==> config.mk <==
export PLATFORM = sky130hd
export DESIGN_NAME = awsc_top
export DESIGN_NICKNAME = d
export VERILOG_FILES = /design/src/awsc_pkg.sv /design/src/awsc_sync_stage.sv /design/src/awsc_top.sv
export SDC_FILE = /design/constraint.sdc
export NUM_CORES = 1
export LEC_CHECK = 0
export BUFFER_PORTS_ARGS = -buffer_cell sky130_fd_sc_hd__buf_2
export CORE_ASPECT_RATIO = 0.9
export CORE_MARGIN = 3
export CORE_UTILIZATION = 56
export CTS_CLUSTER_DIAMETER = 120
export DETAILED_ROUTE_END_ITERATION = 10
export MAX_ROUTING_LAYER = met4
export PLACE_DENSITY = 0.95
export SYNTH_ARGS = -nofsm -noshare
export SYNTH_HDL_FRONTEND = slang
export SYNTH_HIERARCHICAL = 1
export SYNTH_SLANG_ARGS = --single-unit
==> constraint.sdc <==
create_clock -name ref_clk_in -period 5.1 [get_ports ref_clk_in]
set_input_delay 0.765 -clock ref_clk_in [delete_from_list [all_inputs] [get_ports ref_clk_in]]
set_output_delay 0.765 -clock ref_clk_in [all_outputs]
set_load 0.01 [all_outputs]
==> src/awsc_pkg.sv <==
// Package with register map, field positions and state codes.
package awsc_pkg;
  localparam logic [7:0] PWR_CTRL_OFF = 8'h87;
  localparam logic [7:0] AUX_IE_OFF = 8'ha6;
  localparam logic [7:0] PERIPH_PD_OFF = 8'hf1;
  localparam logic [7:0] AUX_CTRL_OFF = 8'ha7;
  localparam logic [7:0] STATUS_OFF = 8'ha8;
  localparam logic [7:0] RESULT_OFF = 8'ha9;
  localparam logic [7:0] CORE_SLEEP_MASK = 8'h02;
  localparam logic [7:0] CONV_IRQ_MASK = 8'h20;
  localparam logic [7:0] CONV_STOP_MASK = 8'h08;
  localparam int CORE_SLEEP_POS = 1;
  localparam int CONV_IRQ_POS = 5;
  localparam int CONV_STOP_POS = 3;
  localparam int GLOBAL_EN_POS = 0;
  localparam int SYNC_AUTO_POS = 1;
  localparam logic [7:0] PWR_CTRL_RST = 8'h00;
  localparam logic [7:0] AUX_IE_RST = 8'h00;
  localparam logic [7:0] PERIPH_PD_RST = 8'h00;
  localparam logic [7:0] AUX_CTRL_RST = 8'h00;
  typedef enum logic [1:0] {
    AWSC_IDLE = 2'b00,
    AWSC_ARMED = 2'b01,
    AWSC_STOPPED = 2'b10
  } awsc_sync_e;
endpackage

==> src/awsc_sync_stage.sv <==
// Two flip-flop synchroniser for the external sync line.
`timescale 1ns/100ps
module awsc_sync_stage (
  input wire logic ref_clk_in,
  input wire logic rstn_in,
  input wire logic async_in,
  output logic sync_out
);
  logic meta;
  logic next_meta;
  logic next_sync;

  always_comb begin
    next_meta = async_in;
    next_sync = meta;
  end

  always_ff @(posedge ref_clk_in or negedge rstn_in) begin
    if (!rstn_in) begin
      meta <= 1'b0;
      sync_out <= 1'b0;
    end else begin
      meta <= next_meta;
      sync_out <= next_sync;
    end
  end
endmodule

==> src/awsc_top.sv <==
// Converter wake-up and multi-device sync control with a Wishbone slave.
// How it works
// - Writing core sleep bit in power control puts the core asleep.
// - Converter keeps running while the core sleeps.
// - Unmasked converter interrupt wakes the core; sleep bit clears.
// - Interrupt needs aux enable bit 0x20 and the global enable.
// - Reading the result clears the conversion ready request.
// - Converter stop bit 0x08 at f1 stops the converter clock.
// - Seeing sync high, wait for next completion, then set stop.
// - While stopped, watch sync; on its fall clear the stop bit.
// - Restart follows the sync fall within a few clock cycles.
`timescale 1ns/100ps
module awsc_top #(
  parameter int RESULT_W = 24
) (
  input wire logic ref_clk_in,
  input wire logic rstn_in,
  input wire logic wb_cyc_in,
  input wire logic wb_stb_in,
  input wire logic wb_we_in,
  input wire logic [7:0] wb_adr_in,
  input wire logic [7:0] wb_dat_in,
  input wire logic wb_sel_in,
  output logic [7:0] wb_dat_out,
  output logic wb_ack_out,
  input wire logic conv_done_in,
  input wire logic [RESULT_W-1:0] conv_result_in,
  input wire logic sync_pin_in,
  output logic core_sleep_out,
  output logic conv_clk_en_out,
  output logic conv_irq_out
);
  logic sync_lvl;
  logic [7:0] power_control_reg;
  logic [7:0] aux_interrupt_enable_reg;
  logic [7:0] peripheral_power_down_reg;
  logic [7:0] aux_ctrl;
  logic conversion_ready_request;
  logic [RESULT_W-1:0] result;
  logic [7:0] rd_data;
  logic ack;
  awsc_pkg::awsc_sync_e state;
  logic [7:0] next_power_control_reg;
  logic [7:0] next_aux_interrupt_enable_reg;
  logic [7:0] next_peripheral_power_down_reg;
  logic [7:0] next_aux_ctrl;
  logic next_conversion_ready_request;
  logic [RESULT_W-1:0] next_result;
  logic [7:0] next_rd_data;
  logic next_ack;
  awsc_pkg::awsc_sync_e next_state;
  logic req;
  logic wr;
  logic rd;
  logic irq_active;
  logic [31:0] result_wide;
  logic stop_set;
  logic stop_clr;

  awsc_sync_stage u_sync (
    .ref_clk_in(ref_clk_in),
    .rstn_in(rstn_in),
    .async_in(sync_pin_in),
    .sync_out(sync_lvl)
  );

  assign req = wb_cyc_in && wb_stb_in && !ack;
  assign wr = req && wb_we_in && wb_sel_in;
  assign rd = req && !wb_we_in;
  assign result_wide = 32'(result);
  // Converter event reaches the core only when both enables are set.
  assign irq_active = conversion_ready_request &&
    aux_interrupt_enable_reg[awsc_pkg::CONV_IRQ_POS] &&
    aux_ctrl[awsc_pkg::GLOBAL_EN_POS];

  // A completion counts only while the converter clock runs.
  function automatic logic done_taken(input logic done, input logic clk_en);
    return done && clk_en;
  endfunction

  // Status byte: sync level, ready request and sequencer state.
  function automatic logic [7:0] status_word(input logic sync,
      input logic ready, input logic [1:0] st);
    return {4'h0, sync, ready, st};
  endfunction

  // Bus response: one-cycle ack and registered read data.
  always_comb begin
    next_ack = req;
    next_rd_data = rd_data;
    if (rd) begin
      case (wb_adr_in)
        awsc_pkg::PWR_CTRL_OFF: next_rd_data = power_control_reg;
        awsc_pkg::AUX_IE_OFF: next_rd_data = aux_interrupt_enable_reg;
        awsc_pkg::PERIPH_PD_OFF: next_rd_data = peripheral_power_down_reg;
        awsc_pkg::AUX_CTRL_OFF: next_rd_data = aux_ctrl;
        awsc_pkg::STATUS_OFF: begin
          next_rd_data = status_word(sync_lvl, conversion_ready_request,
            state);
        end
        awsc_pkg::RESULT_OFF: next_rd_data = result_wide[7:0];
        default: next_rd_data = 8'h00;
      endcase
    end
  end

  always_ff @(posedge ref_clk_in or negedge rstn_in) begin
    if (!rstn_in) begin
      rd_data <= 8'h00;
      ack <= 1'b0;
    end else begin
      rd_data <= next_rd_data;
      ack <= next_ack;
    end
  end

  // Sync sequencer: asks the register group to set or clear the stop bit.
  always_comb begin
    next_state = state;
    stop_set = 1'b0;
    stop_clr = 1'b0;
    case (state)
      awsc_pkg::AWSC_IDLE: begin
        if (aux_ctrl[awsc_pkg::SYNC_AUTO_POS] && sync_lvl) begin
          next_state = awsc_pkg::AWSC_ARMED;
        end
      end
      awsc_pkg::AWSC_ARMED: begin
        if (done_taken(conv_done_in, conv_clk_en_out)) begin
          stop_set = 1'b1;
          next_state = awsc_pkg::AWSC_STOPPED;
        end else if (!aux_ctrl[awsc_pkg::SYNC_AUTO_POS]) begin
          next_state = awsc_pkg::AWSC_IDLE;
        end
      end
      awsc_pkg::AWSC_STOPPED: begin
        if (!sync_lvl) begin
          stop_clr = 1'b1;
          next_state = awsc_pkg::AWSC_IDLE;
        end
      end
      default: next_state = awsc_pkg::AWSC_IDLE;
    endcase
  end

  always_ff @(posedge ref_clk_in or negedge rstn_in) begin
    if (!rstn_in) begin
      state <= awsc_pkg::AWSC_IDLE;
    end else begin
      state <= next_state;
    end
  end

  // Software registers, with the hardware updates applied last.
  always_comb begin
    next_power_control_reg = power_control_reg;
    next_aux_interrupt_enable_reg = aux_interrupt_enable_reg;
    next_peripheral_power_down_reg = peripheral_power_down_reg;
    next_aux_ctrl = aux_ctrl;
    next_conversion_ready_request = conversion_ready_request;
    next_result = result;
    if (wr) begin
      case (wb_adr_in)
        awsc_pkg::PWR_CTRL_OFF: begin
          next_power_control_reg = wb_dat_in;
        end
        awsc_pkg::AUX_IE_OFF: begin
          next_aux_interrupt_enable_reg = wb_dat_in;
        end
        awsc_pkg::PERIPH_PD_OFF: begin
          next_peripheral_power_down_reg = wb_dat_in;
        end
        awsc_pkg::AUX_CTRL_OFF: begin
          next_aux_ctrl = wb_dat_in & 8'h03;
        end
        default: begin
        end
      endcase
    end
    if (rd && wb_adr_in == awsc_pkg::RESULT_OFF) begin
      next_conversion_ready_request = 1'b0;
    end
    // A completion in the same cycle as the clearing read wins.
    if (done_taken(conv_done_in, conv_clk_en_out)) begin
      next_conversion_ready_request = 1'b1;
      next_result = conv_result_in;
    end
    // The wake-up ends sleep; the sleep write itself never blocks it.
    if (irq_active) begin
      next_power_control_reg[awsc_pkg::CORE_SLEEP_POS] = 1'b0;
    end
    // The sequencer wins over a software write in the same cycle.
    if (stop_set) begin
      next_peripheral_power_down_reg[awsc_pkg::CONV_STOP_POS] = 1'b1;
    end
    if (stop_clr) begin
      next_peripheral_power_down_reg[awsc_pkg::CONV_STOP_POS] = 1'b0;
    end
  end

  always_ff @(posedge ref_clk_in or negedge rstn_in) begin
    if (!rstn_in) begin
      power_control_reg <= awsc_pkg::PWR_CTRL_RST;
      aux_interrupt_enable_reg <= awsc_pkg::AUX_IE_RST;
      peripheral_power_down_reg <= awsc_pkg::PERIPH_PD_RST;
      aux_ctrl <= awsc_pkg::AUX_CTRL_RST;
      conversion_ready_request <= 1'b0;
      result <= '0;
    end else begin
      power_control_reg <= next_power_control_reg;
      aux_interrupt_enable_reg <= next_aux_interrupt_enable_reg;
      peripheral_power_down_reg <= next_peripheral_power_down_reg;
      aux_ctrl <= next_aux_ctrl;
      conversion_ready_request <= next_conversion_ready_request;
      result <= next_result;
    end
  end

  assign wb_ack_out = ack;
  assign wb_dat_out = rd_data;
  assign core_sleep_out = power_control_reg[awsc_pkg::CORE_SLEEP_POS];
  // Converter clock runs regardless of core sleep.
  assign conv_clk_en_out =
    !peripheral_power_down_reg[awsc_pkg::CONV_STOP_POS];
  assign conv_irq_out = irq_active;
endmodule

==> results.txt, run 1 <==
----------------------------------------------------
[Outcome]
  Status ... completed

[Route]
  Vias after detailed routing ... 1583
  Routed wire per std cell ... 19.04 um
  Detail-routed via count per cell ... 6.232
  Final wirelength ... 4837 um
  DRT Pass-1 Iters ... 4
  Total met3 wirelength after detailed routing ... 286 um
  Length of routed met2 wiring ... 2444 um
  Top metal layer carrying routed signals ... met4
  Iteration-0 DRC count of the detailed router ... 163
  Remaining antenna violation count ... 0
  WL met1 ... 2045 um
  DRC violations left ... 0

[CTS]
  Setup Fix Bufs, Post-CTS ... 0
  Resized Gates After CTS ... 0
  Number of CTS-inserted buffers ... 5
  Clock Tree Root ... sky130_fd_sc_hd__clkbuf_8
  Hold_buf cts ... 0
  CTS tree ... yes
  H-Tree Depth ... 2
  Max Buffers Root-to-Sink ... 2
  Clk sinks ... 48
  Worst skew pair latency ... 0.30 ns
  Clock-pin slew on the worst setup and hold paths ... 0.09 ns

[Yosys]
  Average cell area after synthesis ... 13.25 um2
  Portion of the post-synthesis area used by sequential elements ... 54.95%
  Number of flip-flops and latches in the synthesized netlist ... 48
  Number of instances in the synthesized netlist ... 165
  Area of the mapped netlist ... 2186 um2
  Post-Syn Nets ... 213
  Netlist cell types ... 35
  Total number of yosys warnings ... 6

[STA]
  Actual slew at the worst max-slew pin ... 1.037 ns
  Final hold violation count ... 0
  Setup repair after global routing missed its margin ... false
  Highest Clock Rate ... 0.3918 GHz
  Max-slew headroom ... 30.85%
  Setup Total Neg Slack ... 0 ns
  Number of failing setup endpoints in the final timing report ... 0
  Final Max Slew Viols ... 0
  Min Tclk post-route ... 2.552 ns
  Worst clock skew on the final layout ... 0.007762 ns
  Fraction of the cycle the final worst path needs ... 50.04%

[Final layout]
  Ant. Diodes ... 0
  Number of non-filler instances in the completed layout ... 254
  Utilization after layout ... 71.58%
  Number of nets in the finished design ... 257
  Commonest non-fill, non-tap cells in the layout ... sky130_fd_sc_hd__dfrtp_1, sky130_fd_sc_hd__buf_2, sky130_fd_sc_hd__mux2_2
  Signed area change from the synthesized netlist to the final layout ... 16.37%
  Share of post-route cells with drive strength above 1 ... 45.24%
  Count of filler cells inserted in the layout ... 245
  Leading cell type in the layout, fill and taps excluded ... sky130_fd_sc_hd__dfrtp_1

[Placed design]
  Number of cells after detailed placement ... 246
  DPL Wire Length ... 3426 um
  Buffers added on ports ... 43
  Weighted congestion reported at the end of routability-driven placement ... 0.8211

[Setup path]
  Setup Crit Path Kind ... primary input to flop
  Startpoint type of the worst setup path ... primary input
  Largest incremental delay on the critical path ... 0.70 ns
  Worst setup EP type ... flop
  Family with the most delay on the worst path ... simple AND/OR/NAND/NOR gates
  CP required ... 5.28 ns
  Worst path slowest cell ... sky130_fd_sc_hd__nor2b_1
  Arrival time worst endpoint ... 2.73 ns
  Flop-to-flop setup slack ... 2.96 ns
  Sum of buffers and inverters on the critical path ... 1
  Critical path, cell by cell ... buf_2 > and4bb_2 > and2_1 > nor2b_1 > mux2_2
  Largest driver fanout on the critical path ... 9

[Power and ir drop]
  Tot Pwr ... 0.7703 mW
  VDD IR-drop max ... 0.2109 mV
  Switching share of power ... 23.77%
  Relative contribution of sequential cells to total power ... 53.6%
  Cell-internal power ... 0.5872 mW
  Power density normalized to cell area ... 302.8 nW/um2
  Combinational group share of total power ... 10.8%
  Reported net switching power ... 0.1831 mW
  Clock share of power ... 35.5%
  Leakage power summed over all cells ... 1.195 nW

[Global routing]
  Initial antenna violation count ... 0
  GRT Residual Overflow ... 0
  Via count of the first global-routing pass ... 1613
  Total global-route track usage ... 23.34%
  Maximum number of pins on one net before global-route repair ... 49
  Wire length of the first global-routing pass ... 7907 um

[Floorplanning]
  Initial Util ... 61.51%
  Vertical die dimension ... 65.27 um
  Core area ... 3553 um2
  Die X-Extent ... 71.86 um
  Area of the die ... 4690 um2
  Num rows ... 20
  I/O pin count ... 60

[Min path]
  Worst min-delay path category ... flop to flop

[Job]
  Number of max-cap violations ... 0

----------------------------------------------------
-- layer usage --
metal / up-vias / global-route usage (%)
met5: - / -
met4: 0 / 6.808
met3: 6 / 5.046
met2: 59 / 37.84
met1: 799 / 29.79
li1: 719 / -
-- cell usage after synthesis --
cell type,count,area [um2]
sky130_fd_sc_hd__nor3b_1,3,22.52
sky130_fd_sc_hd__or4b_1,1,10.01
sky130_fd_sc_hd__and2_1,2,12.51
sky130_fd_sc_hd__a31oi_1,2,12.51
sky130_fd_sc_hd__a21o_1,1,7.510
sky130_fd_sc_hd__a2111oi_0,1,8.760
sky130_fd_sc_hd__buf_2,2,10.01
sky130_fd_sc_hd__a211oi_1,6,45.04
sky130_fd_sc_hd__nor4b_2,1,15.01
sky130_fd_sc_hd__a21oi_1,1,5.000
sky130_fd_sc_hd__a221oi_1,6,52.55
sky130_fd_sc_hd__nand2b_1,1,6.260
sky130_fd_sc_hd__and3_1,2,12.51
sky130_fd_sc_hd__nor2_2,1,6.260
sky130_fd_sc_hd__mux2i_1,2,20.02
sky130_fd_sc_hd__nand3b_1,3,22.52
sky130_fd_sc_hd__nand4_1,1,6.260
sky130_fd_sc_hd__mux2_2,37,416.7
sky130_fd_sc_hd__nand4b_1,1,8.760
sky130_fd_sc_hd__nor4b_1,1,8.760
sky130_fd_sc_hd__dfrtp_1,48,1201
sky130_fd_sc_hd__nor4_4,2,42.54
sky130_fd_sc_hd__o21ai_0,1,5.000
sky130_fd_sc_hd__buf_4,1,7.510
sky130_fd_sc_hd__and2b_1,1,7.510
sky130_fd_sc_hd__nand2_1,3,11.26
sky130_fd_sc_hd__inv_1,3,11.26
sky130_fd_sc_hd__or4b_4,1,13.76
sky130_fd_sc_hd__nor2_1,12,45.04
sky130_fd_sc_hd__and4bb_2,2,25.02
sky130_fd_sc_hd__nor2b_1,2,12.51
sky130_fd_sc_hd__a22oi_1,9,67.56
sky130_fd_sc_hd__clkbuf_1,3,11.26
sky130_fd_sc_hd__a222oi_1,1,10.01
sky130_fd_sc_hd__nand3_1,1,5.000
-- cell type report --
class | count | area, um2 | area share [%]
Sequential cell | 48 | 1201 | 47.22
Multi-Input combinational cell | 108 | 944.7 | 37.14
Timing Repair Buffer | 43 | 215.2 | 8.460
Clock buffer | 5 | 68.82 | 2.705
Tap cell | 44 | 55.05 | 2.164
Clock inverter | 3 | 47.55 | 1.869
Inverter | 3 | 11.26 | 0.4427
-- worst reg2reg max path, cell delays in order (launching register included) --
cell	delay, ns
sky130_fd_sc_hd__dfrtp_1	0.37
sky130_fd_sc_hd__nand3b_1	0.30
sky130_fd_sc_hd__inv_1	0.18
sky130_fd_sc_hd__nand3_1	0.12
sky130_fd_sc_hd__nor2b_1	0.63
sky130_fd_sc_hd__mux2_2	0.42
-- per-stage QoR --
step                cell area, um2  worst slack, ns  hold WS (ns)
global route                  2544            2.510        0.3770
floorplan                     2186            2.875        0.3312
finish                        2544            2.548        0.3622
global placement              2427            2.297        0.3323
detailed placement            2427            2.262        0.3426
CTS                           2544            2.576        0.3640
-- final timing paths --
| check | startpoint | to | cells after the start |
|---|---|---|---|
| worst max-delay path | wb_adr_in[0] | aux_interrupt_enable_reg[7] | 5 |
| min in group asynchronous | rstn_in | result[3] | 1 |
| worst min-delay path | u_sync/meta | u_sync/sync_out | 0 |
| max in group asynchronous | rstn_in | aux_ctrl[0] | 1 |
| worst max register to register | wb_ack_out | aux_interrupt_enable_reg[7] | 5 |
| worst min register to register | u_sync/meta | u_sync/sync_out | 0 |
-- power by group through the flow --
stage	logic, mW	clock network (mW)	registers, mW
finish	0.0833	0.274	0.413
global route	0.0927	0.300	0.416
CTS	0.0845	0.279	0.413
detailed placement	0.0838	0	0.421
global placement	0.0802	0	0.420
floorplan	0.0365	0	0.424
-- kinds of logic (layout without fill, tap and decap cells) --
kind of cell | count (synthesis) | in the layout | share of synthesized area, %
flops | 48 | 48 | 54.95
simple gates | 41 | 41 | 13.45
compound gates | 28 | 28 | 9.788
mux | 39 | 39 | 19.98
buf+inv | 9 | 54 | 1.832
(Power assumes the default switching activity.)
==> run 2, diff against run 1 <==
- CORE_UTILIZATION: 56 -> 52
- PLACE_DENSITY: 0.95 -> 0.89
- clock period: 5.1 -> 2.5 ns (I/O delays scaled with it)
==> results.txt, run 2 (synthesis gave the netlist of run 1 again) <==
----------------------------------------------------
[Outcome]
  Status ... completed (unchanged)

[Route]
  Remaining antenna violation count ... 0 (unchanged)
  Detail-routed via count per cell ... 5.863 (was 6.232)
  Routed wire per std cell ... 18.16 um (was 19.04 um)
  Vias after detailed routing ... 1542 (was 1583)
  Final wirelength ... 4777 um (was 4837 um)
  DRT Pass-1 Iters ... 4 (unchanged)
  Iteration-0 DRC count of the detailed router ... 135 (was 163)
  DRC violations left ... 0 (unchanged)

[STA]
  Setup Total Neg Slack ... 0 ns (unchanged)
  Highest Clock Rate ... 0.4865 GHz
  Max-slew headroom ... 51.98% (was 30.85%)
  Final Max Slew Viols ... 0 (unchanged)
  Min Tclk post-route ... 2.055 ns
  Actual slew at the worst max-slew pin ... 0.7185 ns (was 1.037 ns)
  Setup repair after global routing missed its margin ... false (unchanged)
  Fin worst setup slack ... 0.4445 ns (was 2.548 ns)
  Worst clock skew on the final layout ... 0.008708 ns (was 0.007762 ns)
  Final hold violation count ... 0 (unchanged)
  Fraction of the cycle the final worst path needs ... 82.22%
  Number of failing setup endpoints in the final timing report ... 0 (unchanged)

[Placed design]
  Buffers added on ports ... 43 (unchanged)
  Worst setup slack after placement ... 0.4329 ns (was 2.262 ns)
  Total placed instance area ... 2482 um2 (was 2427 um2)
  DPL Wire Length ... 3492 um (was 3426 um)
  Weighted congestion reported at the end of routability-driven placement ... 0.8210 (was 0.8211)

[Final layout]
  Number of nets in the finished design ... 264 (was 257)
  Signed area change from the synthesized netlist to the final layout ... 17.69% (was 16.37%)
  Final non-filler cell area ... 2572 um2 (was 2544 um2)
  Commonest non-fill, non-tap cells in the layout ... sky130_fd_sc_hd__dfrtp_1, sky130_fd_sc_hd__buf_2, sky130_fd_sc_hd__mux2_2 (unchanged)
  Count of filler cells inserted in the layout ... 297 (was 245)
  Ant. Diodes ... 0 (unchanged)
  Utilization after layout ... 66.15% (was 71.58%)
  Leading cell type in the layout, fill and taps excluded ... sky130_fd_sc_hd__dfrtp_1 (unchanged)
  Share of post-route cells with drive strength above 1 ... 46.08% (was 45.24%)

[Setup path]
  Setup Crit Path Kind ... flop to flop (was primary input to flop)
  Largest driver fanout on the critical path ... 7 (was 9)
  Critical path, cell by cell ... nand3b_1 > inv_1 > nand2b_1 > nor4b_2 > a211oi_1 (was buf_2 > and4bb_2 > and2_1 > nor2b_1 > mux2_2)
  Flop-to-flop setup slack ... 0.44 ns (was 2.96 ns)
  Critical register-to-register path startpoint ... wb_ack_out (unchanged)
  Largest incremental delay on the critical path ... 0.67 ns (was 0.70 ns)
  Crit Reg-Reg Endpoint ... wb_dat_out[5] (was aux_interrupt_enable_reg[7])
  Worst setup EP type ... flop (unchanged)
  Worst reg2reg path depth ... 5 (unchanged)
  Startpoint type of the worst setup path ... flop (was primary input)
  Worst path slowest cell ... sky130_fd_sc_hd__nor4b_2 (was sky130_fd_sc_hd__nor2b_1)
  Termination of the worst setup path ... wb_dat_out[5] (was aux_interrupt_enable_reg[7])
  Beginning of the critical path ... wb_ack_out (was wb_adr_in[0])
  CP required ... 2.65 ns (was 5.28 ns)
  Arrival time worst endpoint ... 2.20 ns (was 2.73 ns)

[Floorplanning]
  Area of the die ... 5018 um2 (was 4690 um2)
  Vertical die dimension ... 67.51 um (was 65.27 um)
  Die X-Extent ... 74.34 um (was 71.86 um)
  Num rows ... 21 (was 20)
  Initial Util ... 56.21% (was 61.51%)
  Core area ... 3889 um2 (was 3553 um2)
  I/O pin count ... 60 (unchanged)

[CTS]
  Clock-pin slew on the worst setup and hold paths ... 0.09 ns (about the same)
  Setup Fix Bufs, Post-CTS ... 0 (unchanged)
  Worst skew pair latency ... 0.30 ns (about the same)
  Number of CTS-inserted buffers ... 5 (unchanged)
  Max Buffers Root-to-Sink ... 2 (unchanged)
  Clk sinks ... 48 (unchanged)
  Hold_buf cts ... 0 (unchanged)
  Resized Gates After CTS ... 0 (unchanged)
  H-Tree Depth ... 2 (unchanged)
  Clock Tree Root ... sky130_fd_sc_hd__clkbuf_8 (unchanged)
  CTS tree ... yes (unchanged)

[Global routing]
  Total global-route track usage ... 21.90% (was 23.34%)
  Maximum number of pins on one net before global-route repair ... 31 (was 49)
  GRT Residual Overflow ... 0 (unchanged)
  Wire length of the first global-routing pass ... 7803 um (was 7907 um)
  Via count of the first global-routing pass ... 1573 (was 1613)
  Initial antenna violation count ... 0 (unchanged)

[Power and ir drop]
  VDD IR-drop max ... 0.5357 mV (was 0.2109 mV)
  Leakage power summed over all cells ... 1.219 nW (was 1.195 nW)
  Power density normalized to cell area ... 580.6 nW/um2 (was 302.8 nW/um2)
  Tot Pwr ... 1.494 mW (was 0.7703 mW)

[Job]
  Number of max-cap violations ... 0 (unchanged)

[Min path]
  Worst min-delay path category ... primary input to async pin (was flop to flop)

----------------------------------------------------
## run 2: critical path: cells and delay by family, from the launching register on
family	cells	cell delay, ns
AOI/OAI and AO/OA	1	0.11
buffers and inverters	1	0.20
DFF	1	0.37
and+or+nand+nor	3	1.22
## run 2: layout make-up
class	instances	area, um2	area share (%)
clock buffer	8	90.09	3.502
sequential	48	1201	46.69
inverter	3	11.26	0.4377
tap	46	57.56	2.237
timing repair buffer	50	267.8	10.41
multi-input combinational	108	944.7	36.72
## run 2: metrics by stage
step                      instances  hold WS [ns]
final                           263      0.006826
after global routing            263       0.03412
after CTS                       263       0.03621
after detailed placement        255        0.3458
after global placement          255        0.3317
after floorplan                 165       0.07941
## run 2: worst min path at each step
| stage | to | slack (ns) | cells past startpoint |
|---|---|---|---|
| after global placement | u_sync/sync_out | 0.33 | 0 |
| after floorplan | aux_ctrl[0] | 0.08 | 0 |
| after detailed placement | u_sync/sync_out | 0.35 | 0 |
| final | wb_dat_out[2] | 0.007 | 1 |
| after global routing | wb_dat_out[2] | 0.03 | 1 |
| after CTS | wb_dat_out[2] | 0.04 | 1 |
## run 2: where the power goes
group	total (mW)	internal, mW	switching, mW
clock network	0.476	0.226	0.250
logic	0.173	0.0812	0.0920
registers	0.844	0.819	0.0256
total	1.49	1.13	0.368
## run 2: per-layer routing
layer / up-vias / wire, um / global-route usage, %
met1: 754 / 2244 / 30.78
met4: 0 / 36 / 5.556
met5: - / 0 / -
met2: 56 / 2181 / 31.64
li1: 728 / - / -
met3: 4 / 315 / 6.101
==> run 3, diff against run 2 <==
- CORE_UTILIZATION: 52 -> 47
- PLACE_DENSITY: 0.89 -> 0.86
- clock period: 2.5 -> 1.7 ns (I/O delays scaled with it)
==> results.txt, run 3 (synthesis gave the netlist of run 1 again) <==
----------------------------------------------------
[Outcome]
  Status ... completed (unchanged)

[STA]
  Worst clock skew on the final layout ... 0.005669 ns (was 0.008708 ns)
  Final hold violation count ... 0 (unchanged)
  Highest Clock Rate ... 0.6132 GHz (was 0.4865 GHz)
  Final Max Slew Viols ... 0 (unchanged)
  Fraction of the cycle the final worst path needs ... 95.94% (was 82.22%)
  Setup repair after global routing missed its margin ... true (was false)
  Number of failing setup endpoints in the final timing report ... 0 (unchanged)
  Worst-case hold slack ... 0.01295 ns (was 0.006826 ns)
  Setup Total Neg Slack ... 0 ns (unchanged)
  Actual slew at the worst max-slew pin ... 0.5865 ns (was 0.7185 ns)
  Max-slew headroom ... 60.90% (was 51.98%)
  Min Tclk post-route ... 1.631 ns (was 2.055 ns)

[Route]
  Iteration-0 DRC count of the detailed router ... 112 (was 135)
  DRT Pass-1 Iters ... 5 (was 4)
  DRC violations left ... 0 (unchanged)
  Remaining antenna violation count ... 0 (unchanged)
  Vias after detailed routing ... 1669 (was 1542)
  Detail-routed via count per cell ... 5.582 (was 5.863)
  Final wirelength ... 5167 um (was 4777 um)
  Routed wire per std cell ... 17.28 um (was 18.16 um)

[Final layout]
  Leading cell type in the layout, fill and taps excluded ... sky130_fd_sc_hd__dfrtp_1 (unchanged)
  Ant. Diodes ... 0 (unchanged)
  Number of nets in the finished design ... 286 (was 264)
  Share of post-route cells with drive strength above 1 ... 51.88% (was 46.08%)
  Final non-filler cell area ... 2803 um2 (was 2572 um2)
  Signed area change from the synthesized netlist to the final layout ... 28.22% (was 17.69%)
  Commonest non-fill, non-tap cells in the layout ... sky130_fd_sc_hd__dfrtp_1, sky130_fd_sc_hd__buf_2, sky130_fd_sc_hd__mux2_2 (unchanged)
  Count of filler cells inserted in the layout ... 347 (was 297)

[CTS]
  Clock Tree Root ... sky130_fd_sc_hd__clkbuf_8 (unchanged)
  Hold_buf cts ... 0 (unchanged)
  H-Tree Depth ... 2 (unchanged)
  Clk sinks ... 48 (unchanged)
  CTS tree ... yes (unchanged)
  Clock-pin slew on the worst setup and hold paths ... 0.09 ns (about the same)
  Max Buffers Root-to-Sink ... 2 (unchanged)
  Number of CTS-inserted buffers ... 5 (unchanged)
  Worst skew pair latency ... 0.31 ns (was 0.30 ns)

[Setup path]
  Setup Crit Path Kind ... flop to flop (unchanged)
  Arrival time worst endpoint ... 1.83 ns (was 2.20 ns)
  Worst setup EP type ... flop (unchanged)
  CP required ... 1.90 ns (was 2.65 ns)
  Flop-to-flop setup slack ... 0.07 ns (was 0.44 ns)
  Largest driver fanout on the critical path ... 8 (was 7)
  Startpoint type of the worst setup path ... flop (unchanged)

[Global routing]
  Total global-route track usage ... 20.47% (was 21.90%)
  GRT Residual Overflow ... 0 (unchanged)
  Via count of the first global-routing pass ... 1733 (was 1573)
  Wire length of the first global-routing pass ... 8362 um (was 7803 um)
  Maximum number of pins on one net before global-route repair ... 49 (was 31)
  Initial antenna violation count ... 0 (unchanged)

[Power and ir drop]
  Cell-internal power ... 1.823 mW (was 1.126 mW)
  Power density normalized to cell area ... 855.2 nW/um2 (was 580.6 nW/um2)
  Leakage power summed over all cells ... 1.350 nW (was 1.219 nW)
  Reported net switching power ... 0.5734 mW (was 0.3677 mW)
  Switching share of power ... 23.92% (was 24.62%)
  Relative contribution of sequential cells to total power ... 51.8% (was 56.5%)
  Clock share of power ... 36.6% (was 31.9%)
  Combinational group share of total power ... 11.6% (about the same)
  VDD IR-drop max ... 0.7150 mV (was 0.5357 mV)

[Floorplanning]
  Area of the die ... 5506 um2 (was 5018 um2)
  Num rows ... 22 (was 21)
  Initial Util ... 51.23% (was 56.21%)
  Core area ... 4267 um2 (was 3889 um2)
  Vertical die dimension ... 70.70 um (was 67.51 um)
  I/O pin count ... 60 (unchanged)
  Die X-Extent ... 77.89 um (was 74.34 um)

[Placed design]
  Buffers added on ports ... 43 (unchanged)
  Total placed instance area ... 2678 um2 (was 2482 um2)
  DPL Wire Length ... 3826 um (was 3492 um)
  Weighted congestion reported at the end of routability-driven placement ... 0.8677 (was 0.8210)

[Job]
  Number of max-cap violations ... 0 (unchanged)

[Min path]
  Worst min-delay path category ... primary input to async pin (unchanged)

----------------------------------------------------
==> run 3: cell types whose count changed in the layout (fill, tap and decap cells not counted) <==
cell / before / now
sky130_fd_sc_hd__buf_6: 0 / 1
sky130_fd_sc_hd__buf_12: 0 / 1
sky130_fd_sc_hd__clkinv_4: 0 / 1
sky130_fd_sc_hd__bufinv_16: 0 / 1
sky130_fd_sc_hd__clkbuf_1: 2 / 0
sky130_fd_sc_hd__buf_4: 7 / 27
==> run 3: power by group through the flow <==
stage / clock, mW / combinational [mW] / sequential [mW]
floorplan: 0 / 0.110 / 1.27
global placement: 0 / 0.272 / 1.26
global route: 0.935 / 0.307 / 1.25
finish: 0.877 / 0.279 / 1.24
detailed placement: 0 / 0.281 / 1.26
CTS: 0.885 / 0.283 / 1.24
==> run 3: critical path: stages (launching register included) <==
cell and delay, ns:
sky130_fd_sc_hd__dfrtp_1 0.38, sky130_fd_sc_hd__nand3b_1 0.19, sky130_fd_sc_hd__buf_4 0.18, sky130_fd_sc_hd__nor4_4 0.27
sky130_fd_sc_hd__buf_12 0.18, sky130_fd_sc_hd__mux2_2 0.33
==> run 3: layer usage <==
| layer | part of all wire, % | track usage [%] | wire length [um] |
|---|---|---|---|
| met1 | 43 | 25.10 | 2203 |
| met4 | 2.2 | 6.324 | 113 |
| met3 | 6.3 | 5.216 | 324 |
| met5 | 0 | - | 0 |
| met2 | 49 | 33.37 | 2526 |
==> run 3: area by class of cell <==
cell class / instances / area [um2] / share of cell area (%)
flip-flops and latches: 48 / 1201 / 42.86
multi-input cells: 108 / 944.7 / 33.71
repair buffers: 72 / 449.2 / 16.03
clock buffers: 6 / 82.58 / 2.946
well taps: 60 / 75.07 / 2.679
clock inverters: 2 / 38.79 / 1.384
inverters: 3 / 11.26 / 0.4018
==> run 3: stage by stage <==
stage	worst slack (ns)	util, %	std cells	power (mW)
final	0.06909	65.69	299	2.397
after global placement	-0.09636	62.76	291	1.534
after global routing	-0.02010	65.69	299	2.490
after detailed placement	-0.1191	62.76	291	1.545
after floorplan	-0.01532	-	165	1.381
after CTS	0.007964	65.60	299	2.409
==> run 3: path summary, 6_finish.rpt <==
kind                             start                    to  depth (start not counted)
hold reg to reg            u_sync/meta       u_sync/sync_out                          0
min in group ref_clk_in    sync_pin_in           u_sync/meta                          1
hold / removal                 rstn_in           u_sync/meta                          2
setup / recovery            wb_ack_out  power_control_reg[0]                          5
max in group asynchronous      rstn_in         wb_dat_out[6]                          2
setup reg to reg            wb_ack_out  power_control_reg[0]                          5
==> run 3: what timing repair did <==
item | in CTS | in global routing
setup buffers | 0 | 0
gates resized for setup | 0 | 1
setup endpoints to repair | 0 | 22
